==> config.mk <==
export PLATFORM = sky130hd
export DESIGN_NAME = flash_control_status_logic
export DESIGN_NICKNAME = d
export VERILOG_FILES = /design/src/flash_ctl_pkg.sv /design/src/flash_control_status_logic.sv
export SDC_FILE = /design/constraint.sdc
export NUM_CORES = 1
export LEC_CHECK = 0
export BUFFER_PORTS_ARGS = -buffer_cell sky130_fd_sc_hd__buf_2
export CAP_MARGIN = 20
export CORE_MARGIN = 2
export CORE_UTILIZATION = 45
export CTS_CLUSTER_DIAMETER = 30
export DETAILED_ROUTE_END_ITERATION = 16
export PLACE_DENSITY = 0.66
export SLEW_MARGIN = 20
export SYNTH_ARGS = -nofsm -noshare
export SYNTH_HDL_FRONTEND = slang
export SYNTH_SLANG_ARGS = --single-unit
==> constraint.sdc <==
create_clock -name aclk -period 2.5 [get_ports aclk]
set_clock_uncertainty 0.1 [all_clocks]
set_input_delay 0.5 -clock aclk [delete_from_list [all_inputs] [get_ports aclk]]
set_output_delay 0.5 -clock aclk [all_outputs]
set_load 0.03 [all_outputs]
==> src/flash_ctl_pkg.sv <==
// constants, types and register map of the program-memory control block
package flash_ctl_pkg;
  localparam int AXI_AW = 12;
  localparam logic [AXI_AW-1:0] OFF_DIVIDER = 12'h000;
  localparam logic [AXI_AW-1:0] OFF_PROTECT = 12'h004;
  localparam logic [AXI_AW-1:0] OFF_STATUS = 12'h008;
  localparam logic [AXI_AW-1:0] OFF_COMMAND = 12'h00c;
  localparam logic [1:0] RESP_OKAY = 2'h0;
  localparam logic [1:0] RESP_SLVERR = 2'h2;
  localparam int DIV_LOADED_BIT = 7;
  localparam int PRESCALE_BIT = 6;
  localparam int RATIO_MSB = 5;
  localparam int PROT_OFF_BIT = 0;
  localparam int BOUND_W = 7;
  localparam int CBEF_BIT = 7;
  localparam int CCF_BIT = 6;
  localparam int PVIOL_BIT = 5;
  localparam int CMD_DATA_LSB = 16;
  localparam int CMD_OP_LSB = 24;
  localparam logic [2:0] PRESCALE_LAST = 3'h7;
  localparam logic [6:0] DIVIDER_RESET = 7'h00;
  localparam logic [7:0] PROTECT_RESET = 8'hff;
  localparam int FCLK_MIN_KHZ = 150;
  localparam int FCLK_MAX_KHZ = 200;
  localparam int CLK_MHZ = 100;
  localparam int PULSE_W = 12;

  typedef enum logic [1:0] {
    op_none = 2'h0,
    op_program = 2'h1,
    op_burst = 2'h2,
    op_erase = 2'h3
  } op_type;

  typedef struct packed {
    op_type op;
    logic [15:0] addr;
    logic [7:0] data;
  } cmd_type;

  typedef enum logic [1:0] {
    eng_idle = 2'b01,
    eng_busy = 2'b10
  } engine_state_type;
endpackage

==> src/flash_control_status_logic.sv <==
// program-memory control and status block with an axi4-lite register slave
`timescale 1ns/1ps
module flash_control_status_logic #(
  parameter int ADDR_W = 14,
  parameter int ROW_W = 6,
  parameter int PROG_PULSES = 9,
  parameter int BURST_PULSES = 4,
  parameter int ERASE_PULSES = 4000
) (
  input wire logic aclk, // bus clock
  input wire logic aresetn, // synchronous reset, low
  input wire logic [flash_ctl_pkg::AXI_AW-1:0] s_axi_awaddr, // write address
  input wire logic s_axi_awvalid, // write address valid
  output logic s_axi_awready, // write address ready
  input wire logic [31:0] s_axi_wdata, // write data
  input wire logic [3:0] s_axi_wstrb, // byte enables
  input wire logic s_axi_wvalid, // write data valid
  output logic s_axi_wready, // write data ready
  output logic [1:0] s_axi_bresp, // write response
  output logic s_axi_bvalid, // write response valid
  input wire logic s_axi_bready, // write response ready
  input wire logic [flash_ctl_pkg::AXI_AW-1:0] s_axi_araddr, // read address
  input wire logic s_axi_arvalid, // read address valid
  output logic s_axi_arready, // read address ready
  output logic [31:0] s_axi_rdata, // read data
  output logic [1:0] s_axi_rresp, // read response
  output logic s_axi_rvalid, // read data valid
  input wire logic s_axi_rready, // read data ready
  output logic [ADDR_W-1:0] array_addr, // target address
  output logic [7:0] array_data, // byte to program
  output logic array_program, // program in progress
  output logic array_erase, // erase in progress
  output logic charge_pump_on, // high voltage to array
  output logic timing_tick // one cycle per timing clock period
);
  import flash_ctl_pkg::*;

  if (ADDR_W < BOUND_W || ADDR_W > 16 || ROW_W < 1 || ROW_W >= ADDR_W) begin : g_bad_width
    $error("flash_control_status_logic: bad address or row width");
  end
  if (PROG_PULSES < 1 || BURST_PULSES < 1 || ERASE_PULSES < 1 ||
      PROG_PULSES >= 4096 || BURST_PULSES >= 4096 || ERASE_PULSES >= 4096) begin : g_bad_pulses
    $error("flash_control_status_logic: pulse count out of range");
  end

  localparam logic [PULSE_W-1:0] PROG_CNT = PULSE_W'(PROG_PULSES);
  localparam logic [PULSE_W-1:0] BURST_CNT = PULSE_W'(BURST_PULSES);
  localparam logic [PULSE_W-1:0] ERASE_CNT = PULSE_W'(ERASE_PULSES);
  localparam logic [PULSE_W-1:0] ONE_PULSE = PULSE_W'(1);

  logic aw_held, next_aw_held;
  logic [AXI_AW-1:0] aw_addr, next_aw_addr;
  logic w_held, next_w_held;
  logic [31:0] w_data, next_w_data;
  logic [3:0] w_strb, next_w_strb;
  logic bvalid, next_bvalid;
  logic [1:0] bresp, next_bresp;
  logic rvalid, next_rvalid;
  logic [31:0] rdata, next_rdata;
  logic [1:0] rresp, next_rresp;
  logic [6:0] divider, next_divider;
  logic loaded, next_loaded;
  logic [7:0] protect, next_protect;
  logic cbef, next_cbef;
  logic ccf, next_ccf;
  logic pviol, next_pviol;
  cmd_type cmd_reg, next_cmd_reg;
  cmd_type pend, next_pend;
  cmd_type cur, next_cur;
  engine_state_type state, next_state;
  logic [PULSE_W-1:0] pulse_left, next_pulse_left;
  logic [2:0] pre_cnt, next_pre_cnt;
  logic [5:0] div_cnt, next_div_cnt;
  logic hv, next_hv;

  logic wr_fire, pre_hit, tick, launch, take, chain, sequential, prot_hit;
  logic [ADDR_W-1:0] pend_addr, cur_addr, cur_next_addr;
  logic [31:0] rd_word;
  logic rd_ok;

  assign pend_addr = pend.addr[ADDR_W-1:0];
  assign cur_addr = cur.addr[ADDR_W-1:0];
  assign cur_next_addr = cur_addr + ADDR_W'(1);

  assign pre_hit = !divider[PRESCALE_BIT] || pre_cnt == PRESCALE_LAST;
  assign tick = loaded && pre_hit && div_cnt == divider[RATIO_MSB:0];

  always_comb begin
    prot_hit = !protect[PROT_OFF_BIT] &&
               cmd_reg.addr[ADDR_W-1 -: BOUND_W] > protect[BOUND_W:1];
  end

  assign wr_fire = aw_held && w_held && !bvalid;
  assign launch = wr_fire && aw_addr == OFF_STATUS && w_strb[0] && w_data[CBEF_BIT] && cbef;
  // buffered burst taken only at the end of the current one
  assign chain = state == eng_busy && tick && pulse_left == ONE_PULSE &&
                 !cbef && pend.op == op_burst && cur.op == op_burst;
  assign take = (state == eng_idle && !cbef) || chain;
  assign sequential = chain && pend_addr == cur_next_addr &&
                      pend_addr[ADDR_W-1:ROW_W] == cur_addr[ADDR_W-1:ROW_W];

  always_comb begin
    rd_ok = 1'b1;
    unique case (s_axi_araddr)
      OFF_DIVIDER: rd_word = {24'h000000, loaded, divider};
      OFF_PROTECT: rd_word = {24'h000000, protect};
      OFF_STATUS: rd_word = {24'h000000, cbef, ccf, pviol, 5'h00};
      OFF_COMMAND: rd_word = {6'h00, cmd_reg.op, cmd_reg.data, cmd_reg.addr};
      default: begin
        rd_word = 32'h00000000;
        rd_ok = 1'b0;
      end
    endcase
  end

  always_comb begin
    next_aw_held = aw_held;
    next_aw_addr = aw_addr;
    next_w_held = w_held;
    next_w_data = w_data;
    next_w_strb = w_strb;
    next_bvalid = bvalid;
    next_bresp = bresp;
    next_rvalid = rvalid;
    next_rdata = rdata;
    next_rresp = rresp;
    next_divider = divider;
    next_loaded = loaded;
    next_protect = protect;
    next_cbef = cbef;
    next_pviol = pviol;
    next_cmd_reg = cmd_reg;
    next_pend = pend;
    next_cur = cur;
    next_state = state;
    next_pulse_left = pulse_left;
    next_pre_cnt = pre_cnt;
    next_div_cnt = div_cnt;
    next_hv = hv;

    if (s_axi_awvalid && !aw_held) begin
      next_aw_held = 1'b1;
      next_aw_addr = s_axi_awaddr;
    end
    if (s_axi_wvalid && !w_held) begin
      next_w_held = 1'b1;
      next_w_data = s_axi_wdata;
      next_w_strb = s_axi_wstrb;
    end
    if (bvalid && s_axi_bready)
      next_bvalid = 1'b0;
    if (wr_fire) begin
      next_aw_held = 1'b0;
      next_w_held = 1'b0;
      next_bvalid = 1'b1;
      next_bresp = RESP_OKAY;
      unique case (aw_addr)
        OFF_DIVIDER: begin
          if (w_strb[0] && !loaded) begin
            next_divider = w_data[PRESCALE_BIT:0];
            next_loaded = 1'b1;
          end
        end
        OFF_PROTECT: begin
          if (w_strb[0])
            next_protect = w_data[7:0];
        end
        OFF_STATUS: begin
          if (w_strb[0] && w_data[PVIOL_BIT])
            next_pviol = 1'b0;
        end
        OFF_COMMAND: begin
          if (w_strb[0])
            next_cmd_reg.addr[7:0] = w_data[7:0];
          if (w_strb[1])
            next_cmd_reg.addr[15:8] = w_data[15:8];
          if (w_strb[2])
            next_cmd_reg.data = w_data[CMD_DATA_LSB +: 8];
          if (w_strb[3])
            next_cmd_reg.op = op_type'(w_data[CMD_OP_LSB +: 2]);
        end
        default: next_bresp = RESP_SLVERR;
      endcase
    end

    if (rvalid && s_axi_rready)
      next_rvalid = 1'b0;
    if (s_axi_arvalid && !rvalid) begin
      next_rvalid = 1'b1;
      next_rdata = rd_word;
      next_rresp = rd_ok ? RESP_OKAY : RESP_SLVERR;
    end

    // timing clock divider chain
    if (!loaded || tick) begin
      next_pre_cnt = 3'h0;
      next_div_cnt = 6'h00;
    end else if (pre_hit) begin
      next_pre_cnt = 3'h0;
      next_div_cnt = div_cnt + 6'h01;
    end else begin
      next_pre_cnt = pre_cnt + 3'h1;
    end

    if (launch && loaded && cmd_reg.op != op_none) begin
      if (prot_hit) begin
        next_pviol = 1'b1;
      end else if (state == eng_idle ||
                   (cmd_reg.op == op_burst && cur.op == op_burst)) begin
        // only bursts are buffered behind a busy engine
        next_pend = cmd_reg;
        next_cbef = 1'b0;
      end
    end

    if (state == eng_busy && tick)
      next_pulse_left = pulse_left - ONE_PULSE;
    if (take) begin
      // buffer frees when the array takes it
      next_cbef = 1'b1;
      next_cur = pend;
      next_state = eng_busy;
      next_hv = 1'b1;
      unique case (pend.op)
        op_erase: next_pulse_left = ERASE_CNT;
        op_burst: next_pulse_left = sequential ? BURST_CNT : PROG_CNT;
        default: next_pulse_left = PROG_CNT;
      endcase
    end else if (state == eng_busy && tick && pulse_left == ONE_PULSE) begin
      next_state = eng_idle;
      next_hv = 1'b0;
    end
  end

  assign next_ccf = next_cbef && next_state == eng_idle;

  always_ff @(posedge aclk) begin
    if (!aresetn) begin
      aw_held <= 1'b0;
      aw_addr <= '0;
      w_held <= 1'b0;
      w_data <= 32'h00000000;
      w_strb <= 4'h0;
      bvalid <= 1'b0;
      bresp <= RESP_OKAY;
      rvalid <= 1'b0;
      rdata <= 32'h00000000;
      rresp <= RESP_OKAY;
      divider <= DIVIDER_RESET;
      loaded <= 1'b0;
      protect <= PROTECT_RESET;
      cbef <= 1'b1;
      ccf <= 1'b1;
      pviol <= 1'b0;
      cmd_reg <= '0;
      pend <= '0;
      cur <= '0;
      state <= eng_idle;
      pulse_left <= '0;
      pre_cnt <= 3'h0;
      div_cnt <= 6'h00;
      hv <= 1'b0;
    end else begin
      aw_held <= next_aw_held;
      aw_addr <= next_aw_addr;
      w_held <= next_w_held;
      w_data <= next_w_data;
      w_strb <= next_w_strb;
      bvalid <= next_bvalid;
      bresp <= next_bresp;
      rvalid <= next_rvalid;
      rdata <= next_rdata;
      rresp <= next_rresp;
      divider <= next_divider;
      loaded <= next_loaded;
      protect <= next_protect;
      cbef <= next_cbef;
      ccf <= next_ccf;
      pviol <= next_pviol;
      cmd_reg <= next_cmd_reg;
      pend <= next_pend;
      cur <= next_cur;
      state <= next_state;
      pulse_left <= next_pulse_left;
      pre_cnt <= next_pre_cnt;
      div_cnt <= next_div_cnt;
      hv <= next_hv;
    end
  end

  assign s_axi_awready = !aw_held;
  assign s_axi_wready = !w_held;
  assign s_axi_bvalid = bvalid;
  assign s_axi_bresp = bresp;
  assign s_axi_arready = !rvalid;
  assign s_axi_rvalid = rvalid;
  assign s_axi_rdata = rdata;
  assign s_axi_rresp = rresp;
  assign array_addr = cur_addr;
  assign array_data = cur.data;
  assign array_program = state == eng_busy && (cur.op == op_program || cur.op == op_burst);
  assign array_erase = state == eng_busy && cur.op == op_erase;
  assign charge_pump_on = hv;
  assign timing_tick = tick;
endmodule

==> results.cfg <==
[clock_network]
clk_transition_reported_paths_ns = 0.07
clk_latency_ns = 0.44
cts_root_buf = clkbuf_16
htreeDepth = 4
cts_buffers = 17
cts_tree = done
clock-sinks = 191
clock_path_buffers = 2

[run]
maxCapViolCount = 0

[finish]
multiInputGateArea_um2 = 3870
syn_to_final_growth_pct = 16.5
n_antenna_cell = 0
nets = 1149
ff_latch_area_um2 = 3820
fillers = 1718
drive_above_1_share = 0.187
fin_cells = 1309

[die]
ios = 134
num_rows = 49
die_area_um2 = 19300
coreArea_um2 = 17900
die_h_um = 139
initial_core_util = 0.457
die_x_um = 139

[sta]
worstMarginPinSlew_ns = 0.573
drv_slew = 0
setup_viol = 0
slew_headroom = 0.616
fin_hold_ws_ns = 0.145
timing.final.hold_violations = 0
final.period_utilization = 0.962
max_freq_mhz = 416
layout_min_cycle_time_ns = 2.41
setup_slack_ns = 0.0949

[worst_setup_path]
cp_data_arrival_time_ns = 1.81
crit_fanout = 3
setup.worst_path.end_class = primary output
crit_type = flop to primary output
rr_worst_depth = 9
startpoint_type = flop
crit_required_ns = 1.90
cp-startpoint = divider[1]
r2r_slack_ns = 0.14
r2r_start = pre_cnt[0]
r2r-end = pulse_left[7]
cp-endpoint = timing_tick

[yosys]
synth_warnings = 0
yosysSeqAreaShare = 0.467
synth-seq-cells = 191
synthCells = 976
ys_types = 62
synth_edf_count = 0
synthFlopType = dfxtp_1
async_flop_share = 0
syn_area_per_cell_um2 = 8.39
syn-cell-area_um2 = 8190

[route]
firstDrtPassIters = 4
via_per_inst = 5.15
drc = 0
first_iter_violations = 440
routed_wl_um = 19200
detail-route-antenna-nets = 0
wl_per_cell_um = 14.7
num_vias = 6735

[global_route]
grt_remaining_overflow = 0
antenna_found_initial = 0
grt_pass1_wl_um = 31500
grt_max_degree = 109
track_usage = 0.201
grt_pass1_vias = 6353

[pwr]
powerDensity_nw_per_um2 = 650
p_leak_nw = 3.83
vdd_ir_drop_max_mv = 0.458
power.total_mw = 6.21

[placed_design]
dpl_worst_slack_ns = 0.268
placed_cells = 1276
port_buffers = 119
place.gp.congestion = 0.868
dpl.hpwl_um = 13800

[run_status]
status = finished, final reports clean

[min_path]
hold_path_class = input port to flop
[cells in the final DEF, fill, tap and decap left out, drive strengths merged, types with 9 or more instances in the layout]
cell / Yosys / routed
o211ai: 9 / 9
nand4: 13 / 13
nor2: 92 / 92
clkbuf: 41 / 17
inv: 20 / 30
xnor2: 15 / 15
a21oi: 113 / 113
o21ai: 18 / 18
nand2: 228 / 228
mux2i: 39 / 39
dfxtp: 191 / 191
buf: 41 / 147
xor2: 14 / 14
ha: 15 / 15
nor4: 11 / 11
nand3: 23 / 23
a22oi: 19 / 19
[area by class of cell]
| class | instances | share of cell area |
|---|---|---|
| clock buffer | 17 | 0.0446 |
| sequential | 191 | 0.401 |
| timing repair buffer | 147 | 0.0930 |
| inverter | 20 | 0.00813 |
| tap | 229 | 0.0300 |
| clock inverter | 15 | 0.0174 |
| multi-input combinational | 690 | 0.406 |
[synth_stat cells, types with 3 or more instances]
master    instances  area (µm²)
buf_4            31         233
buf_2             5        25.0
or3_1             3        18.8
nand2b_1          6        37.5
nand2_1         228         856
o21ai_1           4        20.0
a31oi_1           3        18.8
nor2_1           92         345
o22ai_1           3        18.8
nor4_1            6        37.5
o21ai_0          13        65.1
ha_1             15         188
nand4_1          12        75.1
inv_1            20        75.1
clkbuf_1         40         150
buf_6             3        33.8
nor3_1            5        25.0
a22oi_1          19         143
and3_1            7        43.8
mux4_2            3        67.6
a21oi_1         113         566
xnor2_1          15         131
nor4_4            3        63.8
nand3_1          23         115
o211ai_1          9        67.6
xor2_1           14         123
mux2i_1          39         390
a211oi_1          4        30.0
nor2b_1           6        37.5
dfxtp_1         191        3820
[power by group]
| part | switching (mW) | total (mW) | internal, mW |
|---|---|---|---|
| combinational | 0.224 | 0.351 | 0.127 |
| sequential | 0.0423 | 3.13 | 3.09 |
| clock | 1.29 | 2.72 | 1.43 |
| total | 1.56 | 6.21 | 4.65 |
[how the worst min path moves through the flow]
stage	startpoint	endpoint	slack (ns)	cells after the start
6_report	s_axi_rready	s_axi_rvalid	0.15	2
5_1_grt	s_axi_rready	s_axi_rvalid	0.14	2
4_1_cts	s_axi_rready	s_axi_rvalid	0.13	2
3_5_place_dp	pre_cnt[0]	pre_cnt[0]	0.32	1
3_3_place_gp	pre_cnt[0]	pre_cnt[0]	0.31	1
2_1_floorplan	pre_cnt[0]	pre_cnt[0]	0.30	1
[critical path, stage by stage, from the launching register on]
cell,delay [ns]
dfxtp_1,0.43
xnor2_1,0.16
or4b_4,0.53
nor2_4,0.11
buf_6,0.14
[cell families after synthesis]
| logic type | count (synthesis) | synth area share |
|---|---|---|
| compound gates | 178 | 0.125 |
| xor+xnor | 29 | 0.0310 |
| fa+ha+maj | 15 | 0.0229 |
| buf+inv | 102 | 0.0646 |
| flops | 191 | 0.467 |
| mux | 43 | 0.0573 |
| other cells | 1 | 0.000458 |
| simple gates | 417 | 0.232 |
[metrics by stage]
step	utilization	cell area (µm²)	setup TNS, ns
detailed placement	0.499	8930	0
global placement	0.499	8930	0
floorplan	-	8210	0
global route	0.533	9540	-0.000843
CTS	0.532	9520	0
finish	0.533	9540	0
[repair_timing]
item,CTS,global route
setup endpoints to repair,1,1
gates resized for setup,1,3
hold buffers,0,0
buffers inserted,0,1
[routing by layer]
| layer | part of all wire | GRT usage |
|---|---|---|
| met3 | 0.043 | 0.0390 |
| met4 | 0.020 | 0.0760 |
| met2 | 0.46 | 0.321 |
| met1 | 0.48 | 0.270 |
| met5 | 0 | 0 |
Power figures use the tool's default switching activity.
